--- config.mk ---
export PLATFORM = sky130hd
export DESIGN_NAME = supervisor_reset_watchdog
export DESIGN_NICKNAME = d
export VERILOG_FILES = /design/src/rtl/supervisor_pkg.sv /design/src/rtl/supervisor_reset_watchdog.sv
export SDC_FILE = /design/constraint.sdc
export NUM_CORES = 1
export LEC_CHECK = 0
export ABC_AREA = 1
export BUFFER_PORTS_ARGS = -buffer_cell sky130_fd_sc_hd__buf_4
export CAP_MARGIN = 20
export CORE_MARGIN = 10
export CORE_UTILIZATION = 60
export DETAILED_ROUTE_END_ITERATION = 7
export PLACE_DENSITY = 0.91
export SYNTH_ARGS = -nofsm -noshare
export SYNTH_HDL_FRONTEND = slang
export SYNTH_SLANG_ARGS = --single-unit
export TNS_END_PERCENT = 1
--- constraint.sdc ---
create_clock -name CLK -period 7.45 [get_ports CLK]
set_input_delay 0.3725 -clock CLK [delete_from_list [all_inputs] [get_ports CLK]]
set_output_delay 0.3725 -clock CLK [all_outputs]
set_load 0.005 [all_outputs]
--- src/rtl/supervisor_pkg.sv ---
// Constants shared by the supervisor and watchdog block.
// Assumes a 40 MHz system clock and an AHB-Lite register bus.
package supervisor_pkg;
    // Clock rate and derived cycle count per millisecond
    localparam int unsigned CLK_MHZ    = 40;
    localparam int unsigned CYC_PER_MS = CLK_MHZ * 1000;

    // Power-up hold times in milliseconds, one per select code;
    // plain defaults, to be set for the board
    localparam int unsigned HOLD0_MS = 100;
    localparam int unsigned HOLD1_MS = 250;
    localparam int unsigned HOLD2_MS = 500;
    localparam int unsigned HOLD3_MS = 1000;
    localparam int unsigned HOLD0_CYC = HOLD0_MS * CYC_PER_MS;
    localparam int unsigned HOLD1_CYC = HOLD1_MS * CYC_PER_MS;
    localparam int unsigned HOLD2_CYC = HOLD2_MS * CYC_PER_MS;
    localparam int unsigned HOLD3_CYC = HOLD3_MS * CYC_PER_MS;

    // Watchdog periods in milliseconds; select code 3 is off
    localparam int unsigned WD0_MS  = 50;
    localparam int unsigned WD1_MS  = 500;
    localparam int unsigned WD2_MS  = 2000;
    localparam int unsigned WD0_CYC = WD0_MS * CYC_PER_MS;
    localparam int unsigned WD1_CYC = WD1_MS * CYC_PER_MS;
    localparam int unsigned WD2_CYC = WD2_MS * CYC_PER_MS;
    localparam logic [1:0]  WD_OFF  = 2'h3;

    // Widths
    localparam int unsigned CNT_W  = 32;
    localparam int unsigned ADDR_W = 32;
    localparam int unsigned DATA_W = 32;
    localparam int unsigned OFS_W  = 8;
    localparam int unsigned EV_W   = 3;
    localparam int unsigned PIN_W  = 6;

    // Register byte offsets
    localparam logic [OFS_W-1:0] OFS_CTRL     = 8'h00;
    localparam logic [OFS_W-1:0] OFS_STATUS   = 8'h04;
    localparam logic [OFS_W-1:0] OFS_IRQ_STAT = 8'h08;
    localparam logic [OFS_W-1:0] OFS_IRQ_CLR  = 8'h0C;
    localparam logic [OFS_W-1:0] OFS_IRQ_EN   = 8'h10;

    // Control fields and reset value
    localparam int unsigned CTRL_WD_LSB   = 0;
    localparam int unsigned CTRL_HOLD_LSB = 2;
    localparam int unsigned CTRL_W        = 4;
    localparam logic [CTRL_W-1:0] CTRL_RST = 4'h0;

    // Event bits of the interrupt registers
    localparam int unsigned EV_RESET = 0;
    localparam int unsigned EV_WDOG  = 1;
    localparam int unsigned EV_THIRD = 2;

    // Synchroniser bit positions and idle levels
    localparam int unsigned PIN_SDA   = 0;
    localparam int unsigned PIN_SCL   = 1;
    localparam int unsigned PIN_LOW   = 2;
    localparam int unsigned PIN_MR_N  = 3;
    localparam int unsigned PIN_THIRD = 4;
    localparam int unsigned PIN_WP    = 5;
    // Idle: bus lines high, supply good, manual reset and protect off
    localparam logic [PIN_W-1:0] PIN_IDLE = 6'h1B;

    // AHB transfer type bit that marks NONSEQ or SEQ
    localparam int unsigned HTRANS_ACT = 1;

    // Watchdog restart sequence tracker
    typedef enum logic [1:0] {
        WD_IDLE  = 2'b00,
        WD_START = 2'b01,
        WD_LOW   = 2'b10,
        WD_HIGH  = 2'b11
    } wd_seq_t;
endpackage : supervisor_pkg

--- src/rtl/supervisor_reset_watchdog.sv ---
// Supervisor: system reset sequencing, bus watchdog, third-supply fail,
// AHB-Lite register slave with sticky interrupt status.
// Assumes comparator outputs and bus pins arrive asynchronous to CLK.
`timescale 1ns/1ps
module supervisor_reset_watchdog #(
    parameter int unsigned HOLD0_CYC = supervisor_pkg::HOLD0_CYC,
    parameter int unsigned HOLD1_CYC = supervisor_pkg::HOLD1_CYC,
    parameter int unsigned HOLD2_CYC = supervisor_pkg::HOLD2_CYC,
    parameter int unsigned HOLD3_CYC = supervisor_pkg::HOLD3_CYC,
    parameter int unsigned WD0_CYC   = supervisor_pkg::WD0_CYC,
    parameter int unsigned WD1_CYC   = supervisor_pkg::WD1_CYC,
    parameter int unsigned WD2_CYC   = supervisor_pkg::WD2_CYC
) (
    // Clock, reset, enable
    input  wire logic                              CLK,
    input  wire logic                              RESET_N,
    input  wire logic                              CE,
    // AHB-Lite slave
    input  wire logic                              HSEL,
    input  wire logic [supervisor_pkg::ADDR_W-1:0] HADDR,
    input  wire logic [1:0]                        HTRANS,
    input  wire logic                              HWRITE,
    input  wire logic [2:0]                        HSIZE,
    input  wire logic [supervisor_pkg::DATA_W-1:0] HWDATA,
    input  wire logic                              HREADY,
    output logic      [supervisor_pkg::DATA_W-1:0] HRDATA,
    output logic                                   HREADYOUT,
    output logic                                   HRESP,
    // Comparators and pins from outside
    input  wire logic                              SUPPLY_LOW,
    input  wire logic                              MANUAL_RESET_N,
    input  wire logic                              THIRD_SUPPLY_SENSE,
    input  wire logic                              WRITE_PROTECT,
    input  wire logic                              SCL_I,
    input  wire logic                              SDA_I,
    // System reset, both variants
    output logic                                   SYS_RESET_N_O,
    output logic                                   SYS_RESET_N_OE,
    output logic                                   SYS_RESET_HI,
    // Open-drain fault outputs
    output logic                                   WATCHDOG_FAULT_N_O,
    output logic                                   WATCHDOG_FAULT_N_OE,
    output logic                                   THIRD_SUPPLY_FAIL_N_O,
    output logic                                   THIRD_SUPPLY_FAIL_N_OE,
    // Interrupt
    output logic                                   IRQ
);
    import supervisor_pkg::*;

    // Hold-time lookup by select code
    function automatic logic [CNT_W-1:0] hold_lim(input logic [1:0] sel);
        case (sel)
            2'h0:    hold_lim = CNT_W'(HOLD0_CYC);
            2'h1:    hold_lim = CNT_W'(HOLD1_CYC);
            2'h2:    hold_lim = CNT_W'(HOLD2_CYC);
            default: hold_lim = CNT_W'(HOLD3_CYC);
        endcase
    endfunction : hold_lim

    // Watchdog period lookup; off code returns the longest
    function automatic logic [CNT_W-1:0] wd_lim(input logic [1:0] sel);
        case (sel)
            2'h0:    wd_lim = CNT_W'(WD0_CYC);
            2'h1:    wd_lim = CNT_W'(WD1_CYC);
            default: wd_lim = CNT_W'(WD2_CYC);
        endcase
    endfunction : wd_lim

    logic [PIN_W-1:0]  sync1_ff, sync2_ff, sync3_ff, pin_ff, pin_prev_ff;
    logic [CTRL_W-1:0] ctrl_ff;
    logic [EV_W-1:0]   irq_stat_ff, irq_en_ff, ev_set, clr_mask, nxt_stat;
    logic [CNT_W-1:0]  hold_cnt_ff, nxt_hold_cnt, cur_hold_lim;
    logic [CNT_W-1:0]  wd_cnt_ff, cur_wd_lim;
    logic [OFS_W-1:0]  wr_ofs_ff;
    logic [DATA_W-1:0] rd_word;
    wd_seq_t           seq_ff;
    logic              wr_pend_ff, nxt_active, nxt_expired, wd_restart;
    logic              reset_cond, wd_run, addr_ok, wr_ok;
    logic              sda, scl, sda_p, scl_p;
    logic              start_ev, stop_ev, scl_fall, scl_rise;

    // Three-stage synchroniser; a level counts once stages two and three
    // agree, so a single metastable sample never reaches the logic.
    // SDA is sampled only on cycles with CE high, like the other pins.
    always_ff @(posedge CLK) begin
        if (!RESET_N) begin
            sync1_ff    <= PIN_IDLE;
            sync2_ff    <= PIN_IDLE;
            sync3_ff    <= PIN_IDLE;
            pin_ff      <= PIN_IDLE;
            pin_prev_ff <= PIN_IDLE;
        end else if (CE) begin
            sync1_ff    <= {WRITE_PROTECT, THIRD_SUPPLY_SENSE, MANUAL_RESET_N,
                            SUPPLY_LOW, SCL_I, SDA_I};
            sync2_ff    <= sync1_ff;
            sync3_ff    <= sync2_ff;
            pin_ff      <= (sync2_ff & sync3_ff) | (pin_ff & (sync2_ff ^ sync3_ff));
            pin_prev_ff <= pin_ff;
        end
    end

    // Bus condition decode from settled pin levels
    assign sda      = pin_ff[PIN_SDA];
    assign scl      = pin_ff[PIN_SCL];
    assign sda_p    = pin_prev_ff[PIN_SDA];
    assign scl_p    = pin_prev_ff[PIN_SCL];
    assign start_ev = scl & scl_p & sda_p & !sda;
    assign stop_ev  = scl & scl_p & !sda_p & sda;
    assign scl_fall = scl_p & !scl;
    assign scl_rise = !scl_p & scl;

    // Hold counts only while reset stands, so a new hold select never
    // pulls a released reset back; any new cause clears the count
    assign reset_cond   = pin_ff[PIN_LOW] | !pin_ff[PIN_MR_N];
    assign cur_hold_lim = hold_lim(ctrl_ff[CTRL_HOLD_LSB +: 2]);
    always_comb begin
        if (reset_cond) begin
            nxt_hold_cnt = '0;
        end else if (SYS_RESET_HI && hold_cnt_ff < cur_hold_lim) begin
            nxt_hold_cnt = hold_cnt_ff + CNT_W'(1);
        end else begin
            nxt_hold_cnt = hold_cnt_ff;
        end
        nxt_active = reset_cond ||
                     (SYS_RESET_HI && nxt_hold_cnt < cur_hold_lim);
    end

    // Reset starts active, so power-up always runs a full hold
    always_ff @(posedge CLK) begin
        if (!RESET_N) begin
            hold_cnt_ff    <= '0;
            SYS_RESET_HI   <= 1'b1;
            SYS_RESET_N_OE <= 1'b1;
            SYS_RESET_N_O  <= 1'b0;
        end else if (CE) begin
            hold_cnt_ff    <= nxt_hold_cnt;
            SYS_RESET_HI   <= nxt_active;
            SYS_RESET_N_OE <= nxt_active;
            SYS_RESET_N_O  <= 1'b0;
        end
    end

    // Restart tracker: start, clock low, clock high, stop. Any normal
    // transaction contains that pattern, so it also restarts.
    always_ff @(posedge CLK) begin
        if (!RESET_N) begin
            seq_ff <= WD_IDLE;
        end else if (CE) begin
            if (SYS_RESET_HI) begin
                seq_ff <= WD_IDLE;
            end else if (start_ev) begin
                seq_ff <= WD_START;
            end else begin
                case (seq_ff)
                    WD_START: if (scl_fall) seq_ff <= WD_LOW;
                    WD_LOW:   if (scl_rise) seq_ff <= WD_HIGH;
                    WD_HIGH: begin
                        if (stop_ev) begin
                            seq_ff <= WD_IDLE;
                        end else if (scl_fall) begin
                            seq_ff <= WD_LOW;
                        end
                    end
                    default:  seq_ff <= WD_IDLE;
                endcase
            end
        end
    end
    assign wd_restart = (seq_ff == WD_HIGH) && stop_ev && !SYS_RESET_HI;

    // Watchdog counter; held clear while reset is out or it is off
    assign cur_wd_lim = wd_lim(ctrl_ff[CTRL_WD_LSB +: 2]);
    assign wd_run     = (ctrl_ff[CTRL_WD_LSB +: 2] != WD_OFF) && !nxt_active;
    assign nxt_expired = wd_run && !wd_restart &&
                         (WATCHDOG_FAULT_N_OE ||
                          (wd_cnt_ff == cur_wd_lim - CNT_W'(1)));
    always_ff @(posedge CLK) begin
        if (!RESET_N) begin
            wd_cnt_ff           <= '0;
            WATCHDOG_FAULT_N_OE <= 1'b0;
            WATCHDOG_FAULT_N_O  <= 1'b0;
        end else if (CE) begin
            if (!wd_run || wd_restart || nxt_expired) begin
                wd_cnt_ff <= '0;
            end else begin
                wd_cnt_ff <= wd_cnt_ff + CNT_W'(1);
            end
            WATCHDOG_FAULT_N_OE <= nxt_expired;
            WATCHDOG_FAULT_N_O  <= 1'b0;
        end
    end

    // Third supply fail follows the comparator, no hold applied
    always_ff @(posedge CLK) begin
        if (!RESET_N) begin
            THIRD_SUPPLY_FAIL_N_OE <= 1'b1;
            THIRD_SUPPLY_FAIL_N_O  <= 1'b0;
        end else if (CE) begin
            THIRD_SUPPLY_FAIL_N_OE <= !pin_ff[PIN_THIRD];
            THIRD_SUPPLY_FAIL_N_O  <= 1'b0;
        end
    end

    // AHB address phase capture; zero wait states, always OKAY
    assign addr_ok = HSEL && HREADY && HTRANS[HTRANS_ACT];
    assign wr_ok   = wr_pend_ff && !pin_ff[PIN_WP];
    always_comb begin
        rd_word = '0;
        case (HADDR[OFS_W-1:0])
            OFS_CTRL:     rd_word = DATA_W'(ctrl_ff);
            OFS_STATUS:   rd_word = DATA_W'({THIRD_SUPPLY_FAIL_N_OE,
                                    WATCHDOG_FAULT_N_OE, SYS_RESET_HI,
                                    pin_ff[PIN_WP], !pin_ff[PIN_MR_N],
                                    pin_ff[PIN_LOW]});
            OFS_IRQ_STAT: rd_word = DATA_W'(irq_stat_ff);
            OFS_IRQ_EN:   rd_word = DATA_W'(irq_en_ff);
            default:      rd_word = '0;   // Clear register reads as zero
        endcase
    end
    always_ff @(posedge CLK) begin
        if (!RESET_N) begin
            wr_pend_ff <= 1'b0;
            wr_ofs_ff  <= '0;
            HRDATA     <= '0;
            HREADYOUT  <= 1'b1;
            HRESP      <= 1'b0;
        end else if (CE) begin
            wr_pend_ff <= addr_ok && HWRITE;
            wr_ofs_ff  <= HADDR[OFS_W-1:0];
            if (addr_ok && !HWRITE) begin
                HRDATA <= rd_word;
            end
            HREADYOUT  <= 1'b1;
            HRESP      <= 1'b0;
        end
    end

    // Software-written control and enable registers
    always_ff @(posedge CLK) begin
        if (!RESET_N) begin
            ctrl_ff   <= CTRL_RST;
            irq_en_ff <= '0;
        end else if (CE && wr_ok) begin
            if (wr_ofs_ff == OFS_CTRL) begin
                ctrl_ff <= HWDATA[CTRL_W-1:0];
            end
            if (wr_ofs_ff == OFS_IRQ_EN) begin
                irq_en_ff <= HWDATA[EV_W-1:0];
            end
        end
    end

    // Sticky events; a set in the clear cycle wins over the clear
    assign ev_set[EV_RESET] = nxt_active && !SYS_RESET_HI;
    assign ev_set[EV_WDOG]  = nxt_expired && !WATCHDOG_FAULT_N_OE;
    assign ev_set[EV_THIRD] = !pin_ff[PIN_THIRD] && !THIRD_SUPPLY_FAIL_N_OE;
    assign clr_mask = (wr_ok && wr_ofs_ff == OFS_IRQ_CLR) ?
                      HWDATA[EV_W-1:0] : '0;
    assign nxt_stat = (irq_stat_ff & ~clr_mask) | ev_set;
    always_ff @(posedge CLK) begin
        if (!RESET_N) begin
            irq_stat_ff <= '0;
            IRQ         <= 1'b0;
        end else if (CE) begin
            irq_stat_ff <= nxt_stat;
            IRQ         <= |(nxt_stat & irq_en_ff);
        end
    end

    // Checks on the reset outputs and hold sequencing
    chk_reset_od_drive: assert property (@(posedge CLK)
        disable iff (!RESET_N) SYS_RESET_N_OE |-> !SYS_RESET_N_O)
        else $error("open-drain reset drives high");
    chk_reset_pp_match: assert property (@(posedge CLK)
        disable iff (!RESET_N) SYS_RESET_HI == SYS_RESET_N_OE)
        else $error("reset variants disagree");
    chk_cause_asserts: assert property (@(posedge CLK)
        disable iff (!RESET_N) CE && reset_cond |=> SYS_RESET_HI)
        else $error("reset not asserted on cause");
    chk_manual_held: assert property (@(posedge CLK)
        disable iff (!RESET_N)
        CE && !pin_ff[PIN_MR_N] |=> SYS_RESET_HI && hold_cnt_ff == 0)
        else $error("manual reset not holding");
    chk_release_hold: assert property (@(posedge CLK)
        disable iff (!RESET_N)
        $fell(SYS_RESET_HI) |-> hold_cnt_ff == cur_hold_lim &&
        !$past(reset_cond))
        else $error("reset released before hold time");
    chk_hold_restart: assert property (@(posedge CLK)
        disable iff (!RESET_N) CE && reset_cond |=> hold_cnt_ff == 0)
        else $error("hold counter not restarted");

    // Checks on the watchdog, write protect and the other outputs
    chk_por_no_restart: assert property (@(posedge CLK)
        disable iff (!RESET_N) CE && SYS_RESET_HI |=> seq_ff == WD_IDLE)
        else $error("restart during power-on reset");
    chk_restart_clears: assert property (@(posedge CLK)
        disable iff (!RESET_N)
        CE && wd_restart |=> !WATCHDOG_FAULT_N_OE && wd_cnt_ff == 0)
        else $error("restart did not clear watchdog");
    chk_expiry_time: assert property (@(posedge CLK)
        disable iff (!RESET_N)
        $rose(WATCHDOG_FAULT_N_OE) |->
        $past(wd_cnt_ff) == $past(cur_wd_lim) - 1)
        else $error("watchdog fired at wrong count");
    chk_fault_od_drive: assert property (@(posedge CLK)
        disable iff (!RESET_N)
        WATCHDOG_FAULT_N_OE |-> !WATCHDOG_FAULT_N_O && !SYS_RESET_HI)
        else $error("fault pin driven wrongly");
    chk_wp_blocks: assert property (@(posedge CLK)
        disable iff (!RESET_N)
        wr_pend_ff && pin_ff[PIN_WP] |=> $stable(ctrl_ff) && $stable(irq_en_ff))
        else $error("write accepted under protect");
    chk_third_direct: assert property (@(posedge CLK)
        disable iff (!RESET_N)
        CE && pin_ff[PIN_THIRD] |=> !THIRD_SUPPLY_FAIL_N_OE)
        else $error("third fail not following sense");
endmodule : supervisor_reset_watchdog

==> run_results.csv, run 1 <==
group,metric,value,unit
outcome,run_status,"finished, final reports clean",
global_route,gr-usage-met2,37.31,%
clock_tree,cts_tree,"yes",
logic_synthesis,ys_warn_count,0,
die,chipHeight,129.7,um
global_route,grt_use_met1,23.88,%
global_route,busiest_layer,"met2",
pwr,power.clock.fraction,50.3,%
die,fp.dieArea,0.01681,mm2
final_layout,flow.area_growth_from_synthesis,10.93,%
setup_path,crit_buf_inv,4,
clock_tree,postCtsSetupRepairBufs,0,
clock_tree,cts.htree.levels,4,
setup_path,timing.critical_path.max_delay_family,"simple AND/OR/NAND/NOR gates",
placed_design,placed_cell_count,1172,
clock_tree,clk_path_buf_depth,2,
logic_synthesis,synth_mux_area_share,0,%
drt,firstDrtPassIters,5,
placed_design,dp_slack,1.925,ns
drt,drt-vias-per-instance,5.600,
clock_tree,number_of_buffers_created_by_cts,17,
min_path,min_path_type,"input port to register",
setup_path,cp-start-kind,"register",
sta,setup_tns,0,ns
drt,detailed_route_wl,17.20,mm
pwr,power.share.switching,26.27,%
setup_path,endpoint,"wd_cnt_ff[0]",
logic_synthesis,yosys.area_share.simple,29.01,%
drt,detail_route.drc_violations,0,
setup_path,critPathArrivalTime,5.91,ns
setup_path,rr_startpoint,"ctrl_ff[2]",
pwr,post-layout-total-power,1.643,mW
placed_design,buffer_ports.inserted,35,
logic_synthesis,postSynthAreaPerCell,7.038,um2
clock_tree,clock_latency_of_the_later_clocked_register_in_the_worst_skew_pair,0.43,ns
sta,setup_ws,1.821,ns
die,num_io_pins,123,
pwr,comb_power_share,8.0,%
logic_synthesis,synth.cell_area,0.007214,mm2
setup_path,setup.worst_path.start,"ctrl_ff[2]",
sta,unrepaired_setup_endpoints_after_global_routing,"false",
sta,tightest_slew,0.9742,ns
global_route,wire_length_of_the_first_global_routing_pass,29.09,mm
sta,slew_viol_final,0,
setup_path,ff2ff_setup_slack,1.82,ns
setup_path,crit-reg2reg-capture,"wd_cnt_ff[0]",
logic_synthesis,synth_adder_area_share,8.845,%
sta,timing.final.setup_violations,0,
placed_design,final_weighted_congestion_in_routability_driven_placement,0.9404,
die,fp-row-count,39,
sta,achievable-frequency,177.6,MHz
logic_synthesis,netlist_cell_types,49,
drt,detailroute.via_count,6743,
die,start_util,62.12,%
clock_tree,cts.clk_slew.worst_paths,0.06,ns
pwr,power.density,205.3,mW/mm2
final_layout,final_core_util,68.91,%
setup_path,cpMaxStageDelayCell,"sky130_fd_sc_hd__o21ai_0",
die,floorplan.core_area,0.01161,mm2
setup_path,worstSetupEndpointType,"register",
clock_tree,tritoncts_num_sinks,121,
pwr,power_leakage,3.320,nW
final_layout,diodes,0,
pwr,vdd.ir_drop.worst,211.0,uV
setup_path,cpMostUsedCell,"sky130_fd_sc_hd__nand2_1",
sta,post-route-period-util,75.56,%
logic_synthesis,synth_top_flop_cell,"sky130_fd_sc_hd__dfxtp_1",
sta,skew,0.009235,ns
drt,postRouteAntennaNets,0,
drt,detail_route.wl_per_cell,14.29,um
logic_synthesis,synthesis.instances,1025,
sta,finalCriticalPeriod,5.629,ns
global_route,congestion_overflow_gr,0,
setup_path,critical_path_cell_count,30,
logic_synthesis,synth-compound-area-share,13.82,%
pwr,internal_power,1.211,mW
global_route,vias_in_the_first_global_route,6516,
clock_tree,cts.repair.resized,0,
drt,first_iter_violations,562,
pwr,power.net_switching,431.6,uW
setup_path,crit_fanout,31,
die,fp.dieW,129.7,um
sta,finalHoldViolations,0,
clock_tree,cts_hold_buf,0,
final_layout,num-nets-final,1180,
run,max_cap_violations,0,
setup_path,worst-setup-path-type,"register to register",
logic_synthesis,number_of_storage_elements_in_the_synthesis_netlist,121,
global_route,global_route_usage_over_all_layers,20.95,%
clock_tree,clock_root_buffer,"sky130_fd_sc_hd__clkbuf_16",
logic_synthesis,synth.yosys.seq_area_share,33.58,%
global_route,antenna_found_initial,0,
pwr,power.sequential.fraction,41.7,%
final_layout,final-instance-count-excl-fill,1204,
sta,slew_headroom,34.96,%
logic_synthesis,asyncSetResetFlopFracSynth,0,%
final_layout,post_route_cells_drive_above_1_share,9.614,%
logic_synthesis,synth_edf_count,0,
setup_path,max_stage_delay,0.57,ns
placed_design,post-dp-hpwl,11.84,mm
setup_path,critPathRequiredTime,7.73,ns
global_route,grt_max_degree,79,
global_route,globalRouteMet3Util,4.935,%
logic_synthesis,yosys.area_share.xor_xnor,3.278,%
logic_synthesis,synth_top_family_by_area,"simple AND/OR/NAND/NOR gates",
setup_path,worstRegToRegCells,30,
## worst register-to-register path, delay by kind of cell (launching register included)
kind	cells	cell delay, ns
compound gates	6	1.56
fa+ha+maj	3	0.88
buf+inv	4	0.40
flops	1	0.47
simple gates	17	2.18
## through the flow
stage          hold WS [ns]  instance area, um2
4_1_cts              0.1485                8003
5_1_grt              0.1574                8003
3_5_place_dp         0.4426                7411
6_report             0.1509                8003
2_1_floorplan        0.4218                7323
3_3_place_gp         0.4379                7411
## power by group through the flow
stage	clock (mW)	sequential (mW)	combinational (mW)
after floorplan	0	0.693	0.107
after global placement	0	0.698	0.124
after detailed placement	0	0.698	0.129
after CTS	0.833	0.685	0.131
after global routing	0.866	0.687	0.152
final	0.826	0.685	0.132
## cell usage in the layout, fill, tap and decap left out, types with 5 or more instances in the layout
cell,n
sky130_fd_sc_hd__inv_1,114
sky130_fd_sc_hd__nor4_1,12
sky130_fd_sc_hd__xor2_1,22
sky130_fd_sc_hd__buf_4,36
sky130_fd_sc_hd__inv_2,7
sky130_fd_sc_hd__nor2_1,133
sky130_fd_sc_hd__nand2_1,191
sky130_fd_sc_hd__a21oi_1,73
sky130_fd_sc_hd__conb_1,31
sky130_fd_sc_hd__nand4_1,23
sky130_fd_sc_hd__a211oi_1,17
sky130_fd_sc_hd__nand3_1,48
sky130_fd_sc_hd__nor3_2,5
sky130_fd_sc_hd__o21ai_0,64
sky130_fd_sc_hd__nor3_1,29
sky130_fd_sc_hd__dfxtp_1,121
sky130_fd_sc_hd__xnor2_1,5
sky130_fd_sc_hd__nor2_2,6
sky130_fd_sc_hd__ha_1,51
sky130_fd_sc_hd__clkbuf_16,17
sky130_fd_sc_hd__inv_6,5
## flip-flops by register name (all words and copies together) (netlist names)
name                    flops
irq_en_ff                   3
irq_stat_ff                 3
wd_cnt_ff                  32
pin_prev_ff                 2
SYS_RESET_HI                1
sync1_ff                    6
pin_ff                      6
hold_cnt_ff                32
WATCHDOG_FAULT_N_OE         1
HRDATA                      6
sync3_ff                    6
ctrl_ff                     4
sync2_ff                    6
wr_ofs_ff                   8
wr_pend_ff                  1
IRQ                         1
THIRD_SUPPLY_FAIL_N_OE      1
seq_ff                      2
## worst min path at each step
stage | startpoint | end | slack, ns | depth (start not counted)
3_3_place_gp | sync1_ff[4] | sync1_ff[4] | 0.44 | 2
5_1_grt | SCL_I | sync1_ff[1] | 0.16 | 3
2_1_floorplan | pin_ff[4] | THIRD_SUPPLY_FAIL_N_OE | 0.42 | 1
4_1_cts | MANUAL_RESET_N | sync1_ff[3] | 0.15 | 3
3_5_place_dp | sync1_ff[3] | sync1_ff[3] | 0.44 | 2
6_report | MANUAL_RESET_N | sync1_ff[3] | 0.15 | 3
## synth_stat cells, types with 6 or more instances
cell type / number / share of area, %
sky130_fd_sc_hd__o21ai_0: 64 / 4.4
sky130_fd_sc_hd__a21oi_1: 73 / 5.1
sky130_fd_sc_hd__nand2_1: 191 / 9.9
sky130_fd_sc_hd__nand4_1: 23 / 2.0
sky130_fd_sc_hd__clkbuf_1: 20 / 1.0
sky130_fd_sc_hd__nand3_1: 48 / 3.3
sky130_fd_sc_hd__nor2_2: 6 / 0.52
sky130_fd_sc_hd__a211oi_1: 17 / 1.8
sky130_fd_sc_hd__nor4_1: 12 / 1.0
sky130_fd_sc_hd__buf_4: 32 / 3.3
sky130_fd_sc_hd__nor3_1: 29 / 2.0
sky130_fd_sc_hd__xor2_1: 22 / 2.7
sky130_fd_sc_hd__dfxtp_1: 121 / 34
sky130_fd_sc_hd__ha_1: 51 / 8.8
sky130_fd_sc_hd__nor2_1: 133 / 6.9
sky130_fd_sc_hd__inv_1: 114 / 5.9
sky130_fd_sc_hd__inv_2: 7 / 0.36
## final cells by class
class	instances	area, um2
flip-flops and latches	121	2422
clock buffers	18	429.2
inverters	122	457.9
multi-input cells	750	4081
clock inverters	14	162.7
repair buffers	36	270.3
fillers	931	3611
well taps	143	178.9
## cell families (layout without fill, tap and decap cells)
kind of cell | Yosys count | after routing
AOI/OAI and AO/OA | 177 | 177
xor gates and xnor gates | 27 | 27
adders and majority gates | 51 | 51
buffers and inverters | 183 | 190
DFF | 121 | 121
other | 2 | 31
and+or+nand+nor | 464 | 464
## routing by layer
metal,wire [um],part of all wire [%]
met1,7169,42
met4,321,1.9
met2,8702,51
met3,1008,5.9
met5,0,0
Power figures use the tool's default switching activity.
==> run 2, diff against run 1 <==
--- a/config.mk
+++ b/config.mk
@@ -5,13 +5,13 @@
 export SDC_FILE = /design/constraint.sdc
 export NUM_CORES = 1
 export LEC_CHECK = 0
-export ABC_AREA = 1
+export ABC_AREA = 0
 export BUFFER_PORTS_ARGS = -buffer_cell sky130_fd_sc_hd__buf_4
 export CAP_MARGIN = 20
 export CORE_MARGIN = 10
-export CORE_UTILIZATION = 60
+export CORE_UTILIZATION = 52
 export DETAILED_ROUTE_END_ITERATION = 7
-export PLACE_DENSITY = 0.91
+export PLACE_DENSITY = 0.84
 export SYNTH_ARGS = -nofsm -noshare
 export SYNTH_HDL_FRONTEND = slang
 export SYNTH_SLANG_ARGS = --single-unit
==> constraint.sdc (replaced) <==
create_clock -name CLK -period 4.98 [get_ports CLK]
set_input_delay 0.249 -clock CLK [delete_from_list [all_inputs] [get_ports CLK]]
set_output_delay 0.249 -clock CLK [all_outputs]
set_load 0.005 [all_outputs]
==> run 2 against run 1 <==
  * Combinational power rose by 42%
  * Clock power rose by 45%
  * Critical endpoint is now wd_cnt_ff[15]
  * Synthesized cell count is 13% lower
  * Via count rose by 2.1%
  * Sequential power rose by 46%
  * Utilization decreased by 5.0 points
  * Total power rose by 46%
  * First-iteration DRC count is 5.2% higher
  * Largest power group unchanged
==> run_results.csv, run 2 <==
group,metric,value,unit
logic_synthesis,synth_top_family_by_area,"simple AND/OR/NAND/NOR gates",
clock_tree,cts.htree.levels,4,
die,chipHeight,139.2,um
setup_path,setup.worst_path.start,"ctrl_ff[2]",
logic_synthesis,number_of_storage_elements_in_the_synthesis_netlist,121,
logic_synthesis,synth.cell_area,0.007386,mm2
setup_path,worstSetupEndpointType,"register",
logic_synthesis,list_of_most_frequent_post_synthesis_cells,"sky130_fd_sc_hd__dfxtp_1 (121), sky130_fd_sc_hd__nor2_1 (87), sky130_fd_sc_hd__nand2_1 (78)",
final_layout,stdcell_area,0.008870,mm2
global_route,congestion_overflow_gr,0,
min_path,min_from,"SDA_I",
global_route,vias_in_the_first_global_route,6615,
final_layout,diodes,0,
setup_path,crit_chain,"buf_4 > ha_2 > inv_1 > buf_4 > ha_1 > a21oi_1 > o21ai_0 > a41oi_2 > a21oi_4 > or4_4 > nor3_1 > nand3b_1 > nand2_1 > ha_1 > o21ai_0 > nor2_1 > nor3_1 > a21oi_1 > a21oi_2 > o31ai_4 > o221ai_4 > buf_12 > clkbuf_16 > a21oi_2",
setup_path,cpMaxStageDelayCell,"sky130_fd_sc_hd__or4_4",
logic_synthesis,synth.yosys.seq_area_share,32.80,%
setup_path,crit-reg2reg-capture,"wd_cnt_ff[15]",
die,floorplan.core_area,0.01388,mm2
drt,detail_route.wirelength.met1,8.174,mm
setup_path,critPathArrivalTime,5.08,ns
sta,finalHoldViolations,0,
setup_path,crit_fanout,6,
die,fp.dieW,139.2,um
clock_tree,cts.clk_slew.worst_paths,0.06,ns
clock_tree,clock_latency_of_the_later_clocked_register_in_the_worst_skew_pair,0.42,ns
drt,detail_route.wl_per_cell,17.20,um
pwr,power_leakage,3.696,nW
global_route,antenna_found_initial,0,
sta,tightest_slew,1.072,ns
clock_tree,cts_tree,"yes",
global_route,grt_max_degree,76,
logic_synthesis,synthesis.instances,895,
setup_path,worstRegToRegCells,24,
setup_path,crit_buf_inv,5,
final_layout,flow.area_growth_from_synthesis,20.09,%
setup_path,critical_path_cell_count,24,
sta,achievable-frequency,208.5,MHz
placed_design,buffer_ports.inserted,35,
logic_synthesis,yosys.area_share.xor_xnor,5.692,%
run,max_cap_violations,0,
clock_tree,clock_root_buffer,"sky130_fd_sc_hd__clkbuf_16",
logic_synthesis,cell_with_the_most_instances_after_synthesis,"sky130_fd_sc_hd__dfxtp_1",
drt,met2_length,9.974,mm
placed_design,final_weighted_congestion_in_routability_driven_placement,0.9621,
final_layout,reg_top3,"hold_cnt_ff: 32 flops, wd_cnt_ff: 32 flops, wr_ofs_ff: 8 flops",
setup_path,worst-setup-path-type,"register to register",
drt,detail_route.drc_violations,0,
die,start_util,53.21,%
logic_synthesis,synth_adder_area_share,8.775,%
drt,firstDrtPassIters,5,
die,fp-row-count,43,
outcome,run_status,"finished, final reports clean",
clock_tree,number_of_buffers_created_by_cts,17,
sta,post-route-period-util,96.30,%
sta,timing.final.setup_violations,0,
drt,routed-wl-met3,1.202,mm
setup_path,cp-start-kind,"register",
setup_path,ff2ff_setup_slack,0.18,ns
sta,whs,0.03685,ns
drt,postRouteAntennaNets,0,
setup_path,rr_startpoint,"ctrl_ff[2]",
drt,route.top_layer_used,"met4",
final_layout,most_common_library_cell_in_the_layout_ignoring_fill_and_taps,"sky130_fd_sc_hd__dfxtp_1",
setup_path,timing.critical_path.max_delay_family,"compound AO/OA/AOI/OAI gates",
placed_design,post-dp-hpwl,12.54,mm
logic_synthesis,ys_top_cells_by_area,"sky130_fd_sc_hd__dfxtp_1 (33%), sky130_fd_sc_hd__ha_1 (8.6%), sky130_fd_sc_hd__mux2i_1 (5.3%)",
logic_synthesis,synth_edf_count,0,
drt,first_iter_violations,591,
die,num_io_pins,123,
die,fp.dieArea,0.01937,mm2
logic_synthesis,ys_warn_count,0,
clock_tree,tritoncts_num_sinks,121,
drt,drt-vias-per-instance,5.947,
sta,finalCriticalPeriod,4.796,ns
sta,slew_headroom,28.39,%
logic_synthesis,postSynthAreaPerCell,8.252,um2
final_layout,post_route_cells_drive_above_1_share,19.94,%
logic_synthesis,yosysTopAreaCell,"sky130_fd_sc_hd__dfxtp_1",
logic_synthesis,synth-compound-area-share,16.53,%
setup_path,endpoint,"wd_cnt_ff[15]",
sta,skew,0.006912,ns
sta,slew_viol_final,0,
drt,detailed_route_wl,19.92,mm
logic_synthesis,synth_mux_area_share,5.285,%
logic_synthesis,share_of_the_synthesized_area_in_the_top_cell_type,32.80,%
placed_design,detailed_place.area,0.008021,mm2
setup_path,max_stage_delay,0.58,ns
pwr,power.density,269.6,mW/mm2
logic_synthesis,synth_top_flop_cell,"sky130_fd_sc_hd__dfxtp_1",
global_route,global_route_usage_over_all_layers,19.10,%
logic_synthesis,yosys.area_share.simple,23.73,%
clock_tree,clk_path_buf_depth,2,
logic_synthesis,netlist_cell_types,68,
clock_tree,cts_hold_buf,0,
final_layout,num-nets-final,1097,
drt,detailroute.via_count,6887,
final_layout,mostFrequentLayoutCells,"sky130_fd_sc_hd__dfxtp_1 (119), sky130_fd_sc_hd__buf_4 (91), sky130_fd_sc_hd__nor2_1 (86)",
pwr,vdd.ir_drop.worst,262.6,uV
global_route,wire_length_of_the_first_global_routing_pass,31.61,mm
logic_synthesis,asyncSetResetFlopFracSynth,0,%
setup_path,critPathRequiredTime,5.26,ns
min_path,min_path_type,"input port to register",
[run 2: worst min path at each step]
| stage | to | slack (ns) | cells past startpoint |
|---|---|---|---|
| floorplan | sync1_ff[0] | 0.38 | 2 |
| finish | sync1_ff[0] | 0.04 | 3 |
| global route | sync1_ff[0] | 0.04 | 3 |
| global placement | hold_cnt_ff[28] | 0.45 | 1 |
| detailed placement | sync1_ff[4] | 0.46 | 2 |
| CTS | sync1_ff[0] | 0.03 | 3 |
[run 2: worst min-delay path: cells and delay by family]
family | cells | cell delay, ns
buf+inv | 1 | 0.08
simple gates | 1 | 0.05
mux | 1 | 0.05
[run 2: logic make-up after synthesis]
kind of cell               count (synthesis)
AOI/OAI and AO/OA                        179
adders and majority gates                 52
buffers and inverters                    101
other                                      2
and+or+nand+nor                          353
DFF                                      121
xor gates and xnor gates                  48
muxes                                     39
[run 2: timing repair]
item / CTS / global route
endpoints found under the setup margin: 34 / 37
setup buffers: 0 / 2
resized for setup: 4 / 28
pin swaps: 0 / 9
cloned: 0 / 2
[run 2: metrics by stage]
stage               utilization (%)  power, mW  cells  TNS, ns  worst slack [ns]
floorplan                         -      1.142    924        0            0.2611
global placement              57.79      1.179   1120  -0.1127          -0.01133
detailed placement            57.79      1.183   1120  -0.9649          -0.04436
CTS                           62.11      2.382   1152        0           0.03663
global route                  63.90      2.458   1158   -1.629          -0.06319
finish                        63.90      2.391   1158        0            0.1842
[run 2: layout make-up]
cell class              count  area, um2
repair buffers             99      847.1
inverters                  24      90.09
clock inverters             9      87.58
multi-input cells         702       4695
fillers                  1084       5011
well taps                 180      225.2
flip-flops and latches    121       2427
clock buffers              23      498.0
[run 2: report_power, final]
part           internal, mW  leakage, nW  switching (mW)
Combinational        0.0713         2.42           0.117
Clock                 0.754        0.290           0.451
Sequential            0.985        0.982          0.0138
Total                  1.81         3.70           0.582
[run 2: metal layers]
layer	track usage, %	vias up
li1	-	3289
met4	8.018	0
met5	0	-
met2	32.75	236
met3	5.274	46
met1	21.78	3316
==> run 3, diff against run 2 <==
--- a/config.mk
+++ b/config.mk
@@ -9,9 +9,9 @@
 export BUFFER_PORTS_ARGS = -buffer_cell sky130_fd_sc_hd__buf_4
 export CAP_MARGIN = 20
 export CORE_MARGIN = 10
-export CORE_UTILIZATION = 52
+export CORE_UTILIZATION = 57
 export DETAILED_ROUTE_END_ITERATION = 7
-export PLACE_DENSITY = 0.84
+export PLACE_DENSITY = 0.88
 export SYNTH_ARGS = -nofsm -noshare
 export SYNTH_HDL_FRONTEND = slang
 export SYNTH_SLANG_ARGS = --single-unit
==> constraint.sdc (replaced) <==
create_clock -name CLK -period 4.66 [get_ports CLK]
set_input_delay 0.233 -clock CLK [delete_from_list [all_inputs] [get_ports CLK]]
set_output_delay 0.233 -clock CLK [all_outputs]
set_load 0.005 [all_outputs]
==> run 3 against run 2 <==
  * The flow now finishes with violations (negative setup slack)
  * Critical path depth is 1 higher
  * Non-clock buffer count increased by 22
  * Wire length rose by 27%
  * Die area shrank 7.5%
  * Largest cell class unchanged
==> run_results.csv, run 3 (synthesis gave the netlist of run 2 again) <==
group,metric,value,unit
global_route,congestion_overflow_gr,0,
clock_tree,clock_latency_of_the_later_clocked_register_in_the_worst_skew_pair,0.43,ns
pwr,post-layout-total-power,2.718,mW
die,start_util,58.29,%
setup_path,crit_fanout,6,
min_path,min_path_type,"input port to register",
placed_design,post-dp-hpwl,12.94,mm
sta,finalHoldViolations,0,
pwr,power.density,293.8,mW/mm2
global_route,wire_length_of_the_first_global_routing_pass,34.21,mm
setup_path,critPathArrivalTime,5.50,ns
outcome,run_status,"finished, violations left",
setup_path,crit_buf_inv,6,
clock_tree,cts_hold_buf,0,
sta,setup_ws,-0.5390,ns
die,chipHeight,133.8,um
clock_tree,cts_tree,"yes",
sta,post-route-period-util,111.6,%
setup_path,ff2ff_setup_slack,-0.54,ns
sta,tightest_slew,1.098,ns
drt,detailed_route_wl,25.27,mm
die,fp.dieW,133.8,um
pwr,internal_power,2.045,mW
pwr,vdd.ir_drop.worst,444.8,uV
outcome,violations,"negative setup slack",
sta,achievable-frequency,192.3,MHz
global_route,grt_max_degree,76,
placed_design,dp_slack,-0.3601,ns
global_route,vias_in_the_first_global_route,7001,
setup_path,cpMaxStageDelayCell,"sky130_fd_sc_hd__dfxtp_4",
setup_path,critPathRequiredTime,4.96,ns
sta,slew_viol_final,0,
sta,skew,0.01030,ns
final_layout,reg_top3,"hold_cnt_ff: 32 flops, wd_cnt_ff: 32 flops, wr_ofs_ff: 8 flops",
final_layout,flow.area_growth_from_synthesis,25.26,%
final_layout,num-nets-final,1119,
setup_path,timing.critical_path.max_delay_family,"simple AND/OR/NAND/NOR gates",
pwr,power.sequential.fraction,39.3,%
sta,finalCriticalPeriod,5.199,ns
final_layout,final_core_util,73.01,%
setup_path,cp-start-kind,"register",
final_layout,mostFrequentLayoutCells,"sky130_fd_sc_hd__dfxtp_1 (119), sky130_fd_sc_hd__buf_4 (109), sky130_fd_sc_hd__nor2_1 (85)",
min_path,holdPathEnd,"sync1_ff[0]",
pwr,power_leakage,3.830,nW
die,fp.dieArea,0.01791,mm2
drt,detail_route.drc_violations,0,
setup_path,worstSetupEndpointType,"register",
final_layout,stdcell_area,0.009251,mm2
sta,setup_tns,-18.81,ns
placed_design,final_weighted_congestion_in_routability_driven_placement,0.9564,
pwr,power.share.switching,24.76,%
drt,detailroute.via_count,7790,
setup_path,worstRegToRegCells,25,
setup_path,cpMostUsedCell,"sky130_fd_sc_hd__nor2_1",
clock_tree,number_of_buffers_created_by_cts,17,
sta,slew_headroom,26.61,%
die,num_io_pins,123,
drt,postRouteAntennaNets,0,
setup_path,worst-setup-path-type,"register to register",
final_layout,post_route_cells_drive_above_1_share,24.00,%
min_path,timing.hold.worst_path_depth,3,
setup_path,crit-reg2reg-capture,"wd_cnt_ff[1]",
clock_tree,cts.clk_slew.worst_paths,0.06,ns
clock_tree,tritoncts_num_sinks,121,
global_route,antenna_found_initial,1,
setup_path,rr_startpoint,"ctrl_ff[2]",
placed_design,buffer_ports.inserted,35,
pwr,power.clock.fraction,52.7,%
setup_path,max_stage_delay,0.41,ns
clock_tree,cts.htree.levels,4,
drt,detail_route.wl_per_cell,21.56,um
final_layout,most_common_library_cell_in_the_layout_ignoring_fill_and_taps,"sky130_fd_sc_hd__dfxtp_1",
pwr,comb_power_share,8.0,%
die,floorplan.core_area,0.01267,mm2
drt,drt-vias-per-instance,6.647,
drt,firstDrtPassIters,6,
run,max_cap_violations,0,
sta,timing.final.setup_violations,37,
clock_tree,clk_path_buf_depth,2,
pwr,power.net_switching,672.9,uW
sta,unrepaired_setup_endpoints_after_global_routing,"true",
final_layout,diodes,0,
die,fp-row-count,41,
placed_design,detailed_place.area,0.008077,mm2
final_layout,fill_cells,784,
global_route,global_route_usage_over_all_layers,22.71,%
drt,first_iter_violations,1151,
clock_tree,clock_root_buffer,"sky130_fd_sc_hd__clkbuf_16",
min_path,min_from,"SDA_I",
==> run 3: area by class of cell <==
class / count / area [um2] / area share (%)
Inverter: 24 / 100.1 / 1.082
Timing Repair Buffer: 121 / 1020 / 11.02
Tap cell: 172 / 215.2 / 2.326
Sequential cell: 121 / 2430 / 26.26
Clock inverter: 13 / 191.4 / 2.069
Clock buffer: 19 / 442.9 / 4.788
Multi-Input combinational cell: 702 / 4852 / 52.45
==> run 3: repair_timing <==
action                     CTS  global route
gates resized for setup     16            60
setup endpoints to repair   37            37
pin swaps                    2            63
cloned                       0             4
buffers inserted             1            13
==> run 3: how the worst max path moves through the flow <==
stage / from / to / slack, ns / depth (start not counted)
after floorplan: ctrl_ff[3] / wd_cnt_ff[10] / 0.03 / 24
after global placement: ctrl_ff[2] / WATCHDOG_FAULT_N_OE / -0.16 / 24
after detailed placement: ctrl_ff[2] / WATCHDOG_FAULT_N_OE / -0.36 / 24
after CTS: ctrl_ff[2] / wd_cnt_ff[12] / -0.11 / 22
after global routing: ctrl_ff[2] / wd_cnt_ff[1] / -0.62 / 26
final: ctrl_ff[2] / wd_cnt_ff[1] / -0.54 / 25
==> run 3: tightest hold or removal path, delay by kind of cell <==
kind                   cells  cell delay [ns]
muxes                      1             0.05
and+or+nand+nor            1             0.06
buffers and inverters      1             0.08
==> run 3: stage by stage <==
step                      hold WS (ns)  cells
after floorplan                 0.3614    924
after global placement          0.4445   1122
after detailed placement        0.4497   1122
after CTS                      0.02698   1155
after global routing           0.04492   1172
final                          0.02981   1172
==> run 3: layer usage <==
| metal | GRT usage (%) | vias to the layer above | routed length [um] |
|---|---|---|---|
| met5 | 0 | - | 13 |
| li1 | - | 3348 | - |
| met3 | 5.751 | 204 | 2517 |
| met4 | 11.61 | 2 | 1740 |
| met1 | 25.52 | 3655 | 8914 |
| met2 | 38.96 | 581 | 12090 |
==> run 3: power by group through the flow <==
stage          registers (mW)  logic [mW]  clock network [mW]
4_1_cts                  1.07       0.184                1.42
2_1_floorplan            1.09       0.135                   0
3_3_place_gp             1.09       0.171                   0
5_1_grt                  1.07       0.228                1.48
6_report                 1.07       0.217                1.43
3_5_place_dp             1.09       0.176                   0
